<file path="config.mk">
export PLATFORM = sky130hd
export DESIGN_NAME = hwlu_load_unit
export DESIGN_NICKNAME = d
export VERILOG_FILES = /design/src/rtl/hwlu_pkg.sv /design/src/rtl/hwlu_addr_gen.sv /design/src/rtl/hwlu_byte_steer.sv /design/src/rtl/hwlu_load_unit.sv
export SDC_FILE = /design/constraint.sdc
export NUM_CORES = 1
export LEC_CHECK = 0
export ABC_AREA = 0
export BUFFER_PORTS_ARGS = -buffer_cell sky130_fd_sc_hd__buf_2
export CAP_MARGIN = 20
export CORE_AREA = 2 2 141 143
export CTS_BUF_LIST = sky130_fd_sc_hd__clkbuf_8
export DETAILED_ROUTE_END_ITERATION = 10
export DIE_AREA = 0 0 143 145
export PLACE_DENSITY = 0.78
export REMOVE_ABC_BUFFERS = 1
export SLEW_MARGIN = 20
export SYNTH_ARGS = -nofsm -noshare
export SYNTH_HDL_FRONTEND = slang
export SYNTH_SLANG_ARGS = --single-unit
</file>
<file path="constraint.sdc">
create_clock -name clk -period 3.4 [get_ports clk]
set_input_delay 0.51 -clock clk [delete_from_list [all_inputs] [get_ports clk]]
set_output_delay 0.51 -clock clk [all_outputs]
set_load 0.02 [all_outputs]
</file>
<file path="src/rtl/hwlu_pkg.sv">
// Package of constants and types for the halfword and word load unit.
package hwlu_pkg;
  localparam int DATA_W = 32;
  localparam int CAUSE_W = 5;
  localparam int REG_NUM_W = 5;
  localparam int IMM_W = 16;
  localparam logic [4:0] CAUSE_TLB_MISS = 5'h12;
  localparam logic [4:0] CAUSE_STORAGE = 5'h10;
  localparam logic [4:0] CAUSE_UNALIGNED = 5'h01;
  localparam logic [4:0] CAUSE_NONE = 5'h00;
  localparam logic [1:0] WORD_ALIGN_MASK = 2'h3;
  localparam int AREA_OPT_FAST = 0;
  localparam int AREA_OPT_SMALL = 1;
  localparam int AREA_OPT_FREQ = 2;
  localparam int LAT_SHORT = 1;
  localparam int LAT_LONG = 2;
  localparam int EXT_ADDR_MIN = 33;
  localparam int WIDE_ADDR_W = 2 * DATA_W;
  // Interrupt status bit positions.
  localparam int IRQ_BIT_TLB = 0;
  localparam int IRQ_BIT_STORAGE = 1;
  localparam int IRQ_BIT_ALIGN = 2;
  localparam int IRQ_BIT_ILLEGAL = 3;
  localparam int IRQ_W = 4;
  localparam logic [IRQ_W-1:0] IRQ_RESET = 4'h0;
  // Register port offsets.
  localparam logic [3:0] OFS_IRQ_STATUS = 4'h0;
  localparam logic [3:0] OFS_IRQ_MASK = 4'h4;
  localparam logic [3:0] OFS_EXC_STATE = 4'h8;
  localparam logic [3:0] OFS_MACHINE = 4'hc;
  localparam logic [31:0] REG_RESET = 32'h0000_0000;

  typedef enum logic [1:0] {
    HWLU_SIZE_HALF = 2'h1,
    HWLU_SIZE_WORD = 2'h2
  } hwlu_size_type;

  typedef enum logic [2:0] {
    HWLU_ST_IDLE = 3'h1,
    HWLU_ST_WAIT = 3'h2,
    HWLU_ST_DONE = 3'h4
  } hwlu_state_type;
endpackage

</file>
<file path="src/rtl/hwlu_addr_gen.sv">
// Address generation for the load unit: sum, immediate and concatenation.
module hwlu_addr_gen (
  // Operands
  input  wire logic [31:0] src_reg_first,
  input  wire logic [31:0] src_reg_second,
  input  wire logic [15:0] imm_field,
  input  wire logic [15:0] prefix_value,
  // Controls
  input  wire logic        use_imm,
  input  wire logic        prefix_valid,
  input  wire logic        extended_address_flag,
  // Result
  output logic      [63:0] addr_wide
);
  logic [31:0] operand;
  logic [31:0] sum;

  always_comb begin
    if (prefix_valid) begin
      operand = {prefix_value, imm_field};
    end else begin
      operand = {{16{imm_field[15]}}, imm_field};
    end
  end

  // Carry out of the top bit is dropped by the 32-bit target.
  assign sum = 32'(src_reg_first + (use_imm ? operand : src_reg_second));

  assign addr_wide = (extended_address_flag && !use_imm) ?
                     {src_reg_first, src_reg_second} :
                     {32'h0000_0000, sum};
endmodule

</file>
<file path="src/rtl/hwlu_byte_steer.sv">
// Byte steering of fetched memory data into the destination layout.
module hwlu_byte_steer (
  // Fetched data, byte at the address in bits 31:24
  input  wire logic [31:0] mem_rdata,
  input  wire logic        is_word,
  input  wire logic        swap,
  // Result
  output logic      [31:0] load_data
);
  always_comb begin
    if (is_word) begin
      load_data = swap ?
        {mem_rdata[7:0], mem_rdata[15:8], mem_rdata[23:16],
         mem_rdata[31:24]} : mem_rdata;
    end else if (swap) begin
      load_data = {16'h0000, mem_rdata[23:16], mem_rdata[31:24]};
    end else begin
      load_data = {16'h0000, mem_rdata[31:16]};
    end
  end
endmodule

</file>
<file path="src/rtl/hwlu_load_unit.sv">
// Load unit for unsigned halfword and word loads with exception checks.
// Function
// - Halfword load zero-fills upper destination half.
// - Reverse flag swaps the two halfword bytes.
// - Extended flag concatenates both sources as address.
// - Translation miss: cause, save and clear modes.
// - Zone fault in user virtual: storage exception.
// - Odd halfword address raises unaligned, size zero.
// - Unaligned word address raises unaligned, size one.
// - Priority miss, zone, alignment; one exception.
// - Halfword byte order follows mode, reverse, endian.
// - Destination unchanged whenever any exception occurs.
// - Immediate form adds sign-extended sixteen bit field.
// - Prefix supplies upper half of immediate operand.
// - Word load whole; reverse inverts four bytes.
// - One cycle, or two with area setting one.
// - Reverse variants valid only with reorder option.
// - Extended variants valid only beyond 32-bit addresses.
//
// Decided for this implementation: the register addresses and the address-and-strobe port.
module hwlu_load_unit #(
  parameter int area_optimisation_setting = hwlu_pkg::AREA_OPT_FAST,
  parameter int reorder_instr_option      = 1,
  parameter int addr_size                 = 32
) (
  // Clock and reset
  input  wire logic        clk,
  input  wire logic        rst_n,
  // Pipeline request
  input  wire logic        req_valid,
  input  wire logic        req_is_word,
  input  wire logic        req_use_imm,
  input  wire logic        req_reverse,
  input  wire logic        req_ext_addr,
  input  wire logic [31:0] src_reg_first,
  input  wire logic [31:0] src_reg_second,
  input  wire logic [15:0] imm_field,
  input  wire logic        prefix_valid,
  input  wire logic [15:0] prefix_value,
  input  wire logic [4:0]  dest_reg_number,
  // Pipeline answer
  output logic             done_valid,
  output logic             dest_write,
  output logic      [4:0]  dest_number_out,
  output logic      [31:0] dest_data,
  output logic             illegal_instr,
  // Data memory and translation
  output logic      [63:0] mem_addr,
  output logic             mem_read,
  input  wire logic [31:0] mem_rdata,
  input  wire logic        tlb_miss,
  input  wire logic        zone_blocked,
  input  wire logic        page_endian,
  // Machine state write
  input  wire logic        msr_write,
  input  wire logic        msr_user_in,
  input  wire logic        msr_virtual_in,
  output logic             user_mode_bit,
  output logic             virtual_mode_bit,
  output logic             user_mode_save,
  output logic             virtual_mode_save,
  // Exception state
  output logic      [4:0]  exception_cause,
  output logic             exc_store,
  output logic             exc_word,
  output logic             zone_fault_bit,
  output logic      [4:0]  dest_reg_number_alt,
  // Register port
  input  wire logic [3:0]  reg_addr,
  input  wire logic [31:0] reg_wdata,
  input  wire logic        reg_write,
  input  wire logic        reg_read,
  output logic      [31:0] reg_rdata,
  output logic             irq
);
  localparam int LAT = (area_optimisation_setting ==
                        hwlu_pkg::AREA_OPT_SMALL) ? hwlu_pkg::LAT_LONG
                                                  : hwlu_pkg::LAT_SHORT;
  localparam bit REORDER_OK = (reorder_instr_option == 1);
  localparam bit EXT_OK = (addr_size >= hwlu_pkg::EXT_ADDR_MIN);

  hwlu_pkg::hwlu_state_type state_reg;
  logic [63:0] addr_wide;
  logic [63:0] addr_reg;
  logic        word_reg;
  logic        rev_reg;
  logic [4:0]  rd_reg;
  logic [31:0] steered;
  logic        swap;
  logic        illegal;
  logic        miss_hit;
  logic        zone_hit;
  logic        align_hit;
  logic        any_exc;
  logic        finish;
  logic [hwlu_pkg::IRQ_W-1:0] irq_status_reg;
  logic [hwlu_pkg::IRQ_W-1:0] irq_mask_reg;
  logic [hwlu_pkg::IRQ_W-1:0] irq_events;

  hwlu_addr_gen u_addr (
    .src_reg_first         (src_reg_first),
    .src_reg_second        (src_reg_second),
    .imm_field             (imm_field),
    .prefix_value          (prefix_value),
    .use_imm               (req_use_imm),
    .prefix_valid          (prefix_valid),
    .extended_address_flag (req_ext_addr),
    .addr_wide             (addr_wide)
  );

  // Reverse and extended forms are refused unless configured in.
  assign illegal = req_valid && !req_use_imm &&
                   ((req_reverse && !REORDER_OK) ||
                    (req_ext_addr && !EXT_OK));

  // Capture the request; in the two-cycle setting it waits one cycle.
  always_ff @(posedge clk or negedge rst_n) begin
    if (!rst_n) begin
      state_reg <= hwlu_pkg::HWLU_ST_IDLE;
    end else begin
      case (state_reg)
        hwlu_pkg::HWLU_ST_IDLE: begin
          if (req_valid && !illegal) begin
            state_reg <= (LAT == hwlu_pkg::LAT_LONG) ?
                         hwlu_pkg::HWLU_ST_WAIT :
                         hwlu_pkg::HWLU_ST_DONE;
          end
        end
        hwlu_pkg::HWLU_ST_WAIT: state_reg <= hwlu_pkg::HWLU_ST_DONE;
        hwlu_pkg::HWLU_ST_DONE: state_reg <= hwlu_pkg::HWLU_ST_IDLE;
        default:                state_reg <= hwlu_pkg::HWLU_ST_IDLE;
      endcase
    end
  end

  always_ff @(posedge clk or negedge rst_n) begin
    if (!rst_n) begin
      addr_reg <= 64'h0000_0000_0000_0000;
      word_reg <= 1'b0;
      rev_reg  <= 1'b0;
      rd_reg   <= 5'h00;
    end else if (state_reg == hwlu_pkg::HWLU_ST_IDLE && req_valid) begin
      addr_reg <= addr_wide;
      word_reg <= req_is_word;
      rev_reg  <= req_reverse && !req_use_imm;
      rd_reg   <= dest_reg_number;
    end
  end

  assign finish   = (state_reg == hwlu_pkg::HWLU_ST_DONE);
  assign mem_addr = addr_reg;
  assign mem_read = finish;

  // Checks in strict priority; later ones are masked by earlier ones.
  assign miss_hit  = finish && tlb_miss && virtual_mode_bit;
  assign zone_hit  = finish && !miss_hit && zone_blocked &&
                     user_mode_bit && virtual_mode_bit;
  assign align_hit = finish && !miss_hit && !zone_hit &&
                     (word_reg ? (addr_reg[1:0] != 2'h0)
                               : addr_reg[0]);
  assign any_exc   = miss_hit || zone_hit || align_hit;

  // Byte 0 at the address sits in bits 31:24 of the fetched data.
  assign swap = word_reg ? rev_reg :
                !((!virtual_mode_bit && rev_reg) ||
                  (virtual_mode_bit && rev_reg && page_endian) ||
                  (virtual_mode_bit && !rev_reg && !page_endian));

  hwlu_byte_steer u_steer (
    .mem_rdata (mem_rdata),
    .is_word   (word_reg),
    .swap      (swap),
    .load_data (steered)
  );

  // The destination write is held back on any exception.
  always_ff @(posedge clk or negedge rst_n) begin
    if (!rst_n) begin
      done_valid      <= 1'b0;
      dest_write      <= 1'b0;
      dest_number_out <= 5'h00;
      dest_data       <= hwlu_pkg::REG_RESET;
      illegal_instr   <= 1'b0;
    end else begin
      done_valid    <= finish;
      dest_write    <= finish && !any_exc;
      illegal_instr <= illegal;
      if (finish && !any_exc) begin
        dest_number_out <= rd_reg;
        dest_data       <= steered;
      end
    end
  end

  // Mode bits: software writes them; translation and zone faults save then clear them.
  always_ff @(posedge clk or negedge rst_n) begin
    if (!rst_n) begin
      user_mode_bit     <= 1'b0;
      virtual_mode_bit  <= 1'b0;
      user_mode_save    <= 1'b0;
      virtual_mode_save <= 1'b0;
    end else if (miss_hit || zone_hit) begin
      user_mode_save    <= user_mode_bit;
      virtual_mode_save <= virtual_mode_bit;
      user_mode_bit     <= 1'b0;
      virtual_mode_bit  <= 1'b0;
    end else if (msr_write) begin
      user_mode_bit    <= msr_user_in;
      virtual_mode_bit <= msr_virtual_in;
    end
  end

  always_ff @(posedge clk or negedge rst_n) begin
    if (!rst_n) begin
      exception_cause     <= hwlu_pkg::CAUSE_NONE;
      exc_store           <= 1'b0;
      exc_word            <= 1'b0;
      zone_fault_bit      <= 1'b0;
      dest_reg_number_alt <= 5'h00;
    end else if (miss_hit) begin
      exception_cause <= hwlu_pkg::CAUSE_TLB_MISS;
      exc_store       <= 1'b0;
    end else if (zone_hit) begin
      exception_cause <= hwlu_pkg::CAUSE_STORAGE;
      exc_store       <= 1'b0;
      zone_fault_bit  <= 1'b1;
    end else if (align_hit) begin
      exception_cause     <= hwlu_pkg::CAUSE_UNALIGNED;
      exc_store           <= 1'b0;
      exc_word            <= word_reg;
      dest_reg_number_alt <= rd_reg;
    end
  end

  // Sticky event bits; a new event wins over a clear in the same cycle.
  assign irq_events = {illegal, align_hit, zone_hit, miss_hit};

  always_ff @(posedge clk or negedge rst_n) begin
    if (!rst_n) begin
      irq_status_reg <= hwlu_pkg::IRQ_RESET;
      irq_mask_reg   <= hwlu_pkg::IRQ_RESET;
    end else begin
      if (reg_write && reg_addr == hwlu_pkg::OFS_IRQ_MASK) begin
        irq_mask_reg <= reg_wdata[hwlu_pkg::IRQ_W-1:0];
      end
      if (reg_write && reg_addr == hwlu_pkg::OFS_IRQ_STATUS) begin
        irq_status_reg <= (irq_status_reg &
                           ~reg_wdata[hwlu_pkg::IRQ_W-1:0]) | irq_events;
      end else begin
        irq_status_reg <= irq_status_reg | irq_events;
      end
    end
  end

  assign irq = |(irq_status_reg & irq_mask_reg);

  always_ff @(posedge clk or negedge rst_n) begin
    if (!rst_n) begin
      reg_rdata <= hwlu_pkg::REG_RESET;
    end else if (reg_read) begin
      case (reg_addr)
        hwlu_pkg::OFS_IRQ_STATUS:
          reg_rdata <= {28'h000_0000, irq_status_reg};
        hwlu_pkg::OFS_IRQ_MASK:
          reg_rdata <= {28'h000_0000, irq_mask_reg};
        hwlu_pkg::OFS_EXC_STATE:
          reg_rdata <= {19'h0_0000, dest_reg_number_alt, zone_fault_bit,
                        exc_word, exc_store, exception_cause};
        hwlu_pkg::OFS_MACHINE:
          reg_rdata <= {28'h000_0000, virtual_mode_save, user_mode_save,
                        virtual_mode_bit, user_mode_bit};
        default: reg_rdata <= hwlu_pkg::REG_RESET;
      endcase
    end else begin
      reg_rdata <= hwlu_pkg::REG_RESET;
    end
  end
endmodule

</file>
==> results of run 1 <==
Yosys cell counts (all sizes together) (9+ instances only):
master  instances
nand2         208
dfrtp         146
a21oi         105
o21ai          66
nor2           59
clkbuf         55
mux2           44
nand3          41
ha             31
buf            30
a21o           19
inv            15
xnor2          14
xor2           14
and2           11
and3            9
path summary, 6_finish.rpt:
kind / end / cells past startpoint / from / slack [ns]
setup / recovery: mem_addr[30] / 12 / req_use_imm / 0.35
hold / removal: reg_rdata[2] / 1 / rst_n / 0.06
setup reg to reg: dest_number_out[2] / 7 / user_mode_bit / 1.12
hold reg to reg: mem_addr[51] / 2 / mem_addr[51] / 0.47
max in group asynchronous: mem_addr[0] / 2 / rst_n / 2.48
min in group clk: rd_reg[3] / 3 / dest_reg_number[3] / 0.23
per-layer routing:
| metal | GRT usage [%] | wire (um) | vias to the layer above |
|---|---|---|---|
| met5 | 0 | 0 | - |
| met4 | 9.85 | 735 | 0 |
| met3 | 4.98 | 1620 | 52 |
| met2 | 40.8 | 12500 | 330 |
| met1 | 30.4 | 10600 | 3883 |
| li1 | - | - | 3988 |
cell usage in the layout (no fill, tap or decap), types with 3 or more instances in the layout:
master    count
a211oi_1      3
a21o_1       19
a21oi_1     105
a222oi_1      8
a22o_1        8
a22oi_1       4
a31oi_1       8
and2_1       11
and3_1        9
buf_2       287
buf_4        49
clkbuf_8     17
clkinv_8      3
conb_1       23
dfrtp_1     146
ha_1         31
inv_1        15
inv_6         4
inv_8         5
mux2_2       44
mux2i_1       4
nand2_1     208
nand2b_1      6
nand3_1      41
nand4_1       6
nor2_1       58
nor3_1        8
o211ai_1      5
o21ai_0      66
o21bai_1      3
o22ai_1       6
o31ai_1       4
or3_1         7
xnor2_1      14
xor2_1       14
cell families after synthesis:
family,Yosys count,synth area share (%)
and+or+nand+nor,370,18.8
buffers and inverters,101,5.46
AOI/OAI and AO/OA,256,18.2
adders and majority gates,32,4.77
xor gates and xnor gates,28,2.87
DFF,147,43.0
muxes,50,6.79
other,1,0.0439
metrics by stage:
step	utilization (%)	hold slack (ns)
after floorplan	-	0.214
after global placement	54.3	0.446
after detailed placement	54.3	0.451
after CTS	56.3	0.0692
after global routing	56.4	0.0899
final	56.4	0.0646
cell type report:
class	instances	area, um2
repair buffers	339	1860
well taps	265	332
multi-input cells	759	4500
clock buffers	17	234
clock inverters	15	160
fillers	1770	8380
diodes	1	2.50
flip-flops and latches	147	3680
inverters	16	60.1
worst max-delay path: cells and delay by family:
family | cells | cell delay [ns]
compound gates | 6 | 1.21
fa+ha+maj | 1 | 0.43
buf+inv | 2 | 0.41
mux | 1 | 0.37
simple gates | 1 | 0.29
xor+xnor | 1 | 0.16
power by group:
group / internal, mW / leakage [nW] / switching [mW]
Sequential: 2.16 / 1.88 / 0.243
Combinational: 0.932 / 3.65 / 1.52
Clock: 0.554 / 0.195 / 0.824
Total: 3.65 / 5.72 / 2.58
==> impl_metrics.py, run 1 <==
metrics = {
    "power_and_ir_drop": {
        "peakVddDrop_v": 0.000226,
        "power_density_nw_per_um2": 575,
        "p_leak_nw": 5.72,
        "p_total_mw": 6.23,
    },
    "clock_network": {
        "post_cts_buffers": 0,
        "clock_sinks": 147,
        "holdBufCountCts": 0,
        "cts_tree": "yes",
        "clock_latency_ns": 0.46,
        "cts_max_level": 4,
        "cts_buffer_depth": 2,
        "cts_buffers": 17,
        "cts_root_buf": "clkbuf_8",
        "cts_resized": 0,
        "cts.clk_slew.worst_paths_ns": 0.10,
    },
    "global_routing": {
        "antenna_found_initial": 1,
        "gr-total-overflow": 0,
        "grt_first_pass_wirelength_mm": 40.5,
        "grt.total_usage_pct": 24.3,
        "grt_pass1_vias": 8056,
        "grt_start_max_net_pins": 79,
    },
    "worst_setup_path": {
        "crit_type": "in2reg",
        "cp.required_ns": 3.74,
        "startpoint_type": "input port",
        "crit_path_end_kind": "flip-flop",
        "arrival_ns": 3.39,
        "slowest_stage": "fa_1",
        "critPathMaxStageDelay_ns": 0.43,
        "crit_fanout": 6,
        "worstPathCellList": "buf_2 > buf_4 > mux2_2 > fa_1 > a21o_1 > a221oi_2 > and4_4 > o31ai_2 > a41o_1 > a41oi_2 > xor2_1 > a21oi_1",
    },
    "floorplanning": {
        "die_w_um": 143,
        "start_util_pct": 44.5,
        "die_y_um": 145,
        "ios": 340,
        "die_area_um2": 20700,
        "fp.coreArea_um2": 19200,
        "rows": 51,
    },
    "timing": {
        "grt_setup_unrepaired": "no",
        "post-route-period-util_pct": 89.7,
        "period_minus_slack_ns": 3.05,
        "setup_violations": 0,
        "hold_viol_final": 0,
        "slew_viol_final": 0,
        "tightestPinTransition_ns": 0.873,
        "fin_ws_ns": 0.351,
        "fmax_mhz": 328,
        "slew_headroom_pct": 41.8,
        "tns_ns": 0,
        "skew_ns": 0.0199,
    },
    "yosys": {
        "synth_ff_type": "dfrtp_1",
        "yosysTopAreaCellShare_pct": 42.7,
        "post-synth-top-area-cell": "dfrtp_1",
        "synth_edf_count": 0,
        "synth.top_cells.by_area": "dfrtp_1 43%, nand2_1 9.1%, a21oi_1 6.1%",
        "ys_warn_count": 0,
        "ys_types": 61,
        "syn_avg_cell_area_um2": 8.68,
        "async_reset_ff_share_pct": 100,
        "syn_inst": 985,
        "synth-seq-cells": 147,
        "yosysSeqAreaShare_pct": 43.0,
        "synthesis.area_um2": 8550,
    },
    "routing": {
        "wl_per_cell_um": 16.3,
        "num_vias": 8253,
        "first_iter_violations": 521,
        "routed_wl_mm": 25.4,
        "drc_errors": 0,
        "viasPerCell": 5.29,
        "first_pass_iters": 7,
        "antenna_left": 0,
    },
    "layout": {
        "drive_above_1_share_pct": 33.4,
        "final_cell_area_um2": 10800,
        "fin_nets": 1497,
        "largest_register_ffs": 64,
        "syn_to_final_growth_pct": 26.7,
        "final_cells": 1559,
    },
    "job": {
        "cap_violations": 0,
    },
    "min_path": {
        "hold_class": "in2async",
    },
    "status": {
        "status": "completed",
    },
    "place": {
        "dp_hpwl_mm": 19.1,
        "dpl_cell_area_um2": 10400,
        "pre_cts_ws_ns": -0.114,
        "port_buffers": 288,
        "dp_cells": 1526,
        "gp_congestion": 0.908,
    },
}
(Power assumes the default switching activity.)
==> inputs of run 2 (changes only) <==
- ABC_CLOCK_PERIOD_IN_PS: unset -> 3300
- MAX_ROUTING_LAYER: unset -> met4
- clock period: 3.4 -> 3.3 ns (I/O delays scaled with it)
==> run 2 against run 1 <==
Compared with the run above: total power rose by 5.6%; sequential power rose by 3%; die area did not move; non-clock buffer count rose by 5; largest cell class unchanged.
==> impl_metrics.py, run 2 (same netlist as run 1, synthesis figures left out) <==
metrics = {
    "power_and_ir_drop": {
        "power_density_nw_per_um2": 605,
        "p_leak_nw": 5.76,
        "p_total_mw": 6.58,
        "swShare_pct": 40.3,
        "intPower_mw": 3.93,
        "pwr-share-comb_pct": 38.5,
        "peakVddDrop_v": 0.000251,
        "power_frac_seq_pct": 37.6,
        "clkPwrFrac_pct": 23.9,
        "p_sw_mw": 2.66,
    },
    "layout": {
        "final_cell_area_um2": 10900,
        "final_cell_mix": "287 x buf_2, 208 x nand2_1, 146 x dfrtp_1",
        "syn_to_final_growth_pct": 27.3,
        "largest_register_ffs": 64,
        "fin_nets": 1502,
        "drive_above_1_share_pct": 33.5,
        "final_common_cell": "buf_2",
    },
    "clock_network": {
        "cts_tree": "yes",
        "cts_max_level": 4,
        "cts_buffer_depth": 2,
        "holdBufCountCts": 0,
        "post_cts_buffers": 0,
        "cts_root_buf": "clkbuf_8",
        "cts_buffers": 17,
        "cts.clk_slew.worst_paths_ns": 0.10,
        "clock_sinks": 147,
        "cts_resized": 0,
        "clock_latency_ns": 0.45,
    },
    "global_routing": {
        "grt_first_pass_wirelength_mm": 41.0,
        "grt.total_usage_pct": 25.5,
        "grt_start_max_net_pins": 78,
        "gr-total-overflow": 0,
        "grt_pass1_vias": 8187,
        "antenna_found_initial": 1,
    },
    "routing": {
        "viasPerCell": 5.28,
        "drc_errors": 0,
        "routed_wl_mm": 26.0,
        "first_iter_violations": 566,
        "first_pass_iters": 5,
        "antenna_left": 0,
        "num_vias": 8264,
        "wl_per_cell_um": 16.6,
    },
    "worst_setup_path": {
        "r2r_end": "dest_data[0]",
        "crit_family": "compound AO/OA/AOI/OAI gates",
        "crit_end": "mem_addr[30]",
        "rrSetupSlack_ns": 0.83,
        "r2r-start": "word_reg",
        "crit_fanout": 6,
        "worstPathCellList": "buf_2 > buf_4 > mux2_2 > fa_1 > a21o_1 > a221oi_2 > and4_4 > o31ai_2 > a41o_1 > a41oi_2 > xor2_1 > a21oi_1",
        "arrival_ns": 3.35,
        "critPathMaxStageDelay_ns": 0.41,
        "cp.required_ns": 3.64,
        "crit_path_start": "req_use_imm",
        "critPathBufInv": 2,
        "startpoint_type": "input port",
        "r2r_cells": 7,
        "crit_type": "in2reg",
        "crit_path_end_kind": "flip-flop",
        "slowest_stage": "fa_1",
        "crit_cells": 12,
    },
    "timing": {
        "post-route-period-util_pct": 91.3,
        "hold_viol_final": 0,
        "skew_ns": 0.0149,
        "tightestPinTransition_ns": 1.09,
        "slew_headroom_pct": 27.2,
        "slew_viol_final": 0,
        "fmax_mhz": 332,
        "period_minus_slack_ns": 3.01,
        "grt_setup_unrepaired": "no",
        "setup_violations": 0,
    },
    "floorplanning": {
        "start_util_pct": 44.5,
        "fp.coreArea_um2": 19200,
        "die_w_um": 143,
        "die_area_um2": 20700,
        "rows": 51,
        "die_y_um": 145,
        "ios": 340,
    },
    "place": {
        "dpl_cell_area_um2": 10400,
        "port_buffers": 288,
        "dp_hpwl_mm": 19.5,
        "gp_congestion": 0.994,
    },
    "min_path": {
        "hold_class": "in2async",
    },
    "job": {
        "cap_violations": 0,
    },
    "status": {
        "status": "completed",
    },
}
run 2: cell types whose count changed in the layout (fill, tap and decap cells not counted), moves of 2 or more:
cell / before / now
buf_4: 49 / 55
bufinv_16: 0 / 2
clkinv_4: 0 / 2
clkinv_8: 3 / 1
clkinvlp_4: 2 / 0
run 2: through the flow:
stage | cells | setup slack (ns) | TNS [ns] | util (%) | hold WS (ns)
6_report | 1564 | 0.287 | 0 | 56.7 | 0.0516
5_1_grt | 1564 | 0.128 | 0 | 56.7 | 0.0830
4_1_cts | 1563 | 0.312 | 0 | 56.6 | 0.0724
3_5_place_dp | 1531 | -0.158 | -1.03 | 54.4 | 0.451
3_3_place_gp | 1531 | -0.139 | -0.880 | 54.4 | 0.446
2_1_floorplan | 922 | -0.472 | -8.88 | - | 0.199
run 2: layout make-up:
cell class / count / area [um2]
Inverter: 16 / 60.1
Timing Repair Buffer: 344 / 1880
Fill cell: 1714 / 8320
Antenna cell: 1 / 2.50
Tap cell: 265 / 332
Multi-Input combinational cell: 759 / 4500
Clock inverter: 14 / 183
Clock buffer: 18 / 248
Sequential cell: 147 / 3680
run 2: worst min-delay path by stage:
| stage | from | to | slack (ns) | cells past startpoint |
|---|---|---|---|---|
| global route | rst_n | reg_rdata[0] | 0.08 | 1 |
| CTS | rst_n | dest_data[7] | 0.07 | 1 |
| detailed placement | mem_addr[57] | mem_addr[57] | 0.45 | 2 |
| global placement | mem_addr[38] | mem_addr[38] | 0.45 | 2 |
| floorplan | rst_n | dest_data[0] | 0.20 | 0 |
| finish | rst_n | reg_rdata[0] | 0.05 | 1 |
run 2: power groups by stage:
stage,Clock [mW],Sequential (mW),Combinational (mW)
after floorplan,0,2.99,1.03
after global placement,0,2.49,2.50
after detailed placement,0,2.51,2.54
after CTS,1.60,2.47,2.55
after global routing,1.68,2.53,2.78
final,1.57,2.47,2.54
run 2: layer usage:
layer	part of all wire [%]	track usage, %	vias up
li1	-	-	3999
met1	42	31.6	3857
met2	49	41.5	338
met3	5.3	3.07	70
met4	3.7	11.5	0
met5	0	-	-
run 2: worst reg2reg max path: stages (launching register included):
cell	delay [ns]
dfrtp_1	0.39
buf_4	0.22
a21oi_1	0.18
xor2_1	0.08
buf_4	0.20
nor2_1	0.80
a222oi_1	0.29
o21ai_0	0.24
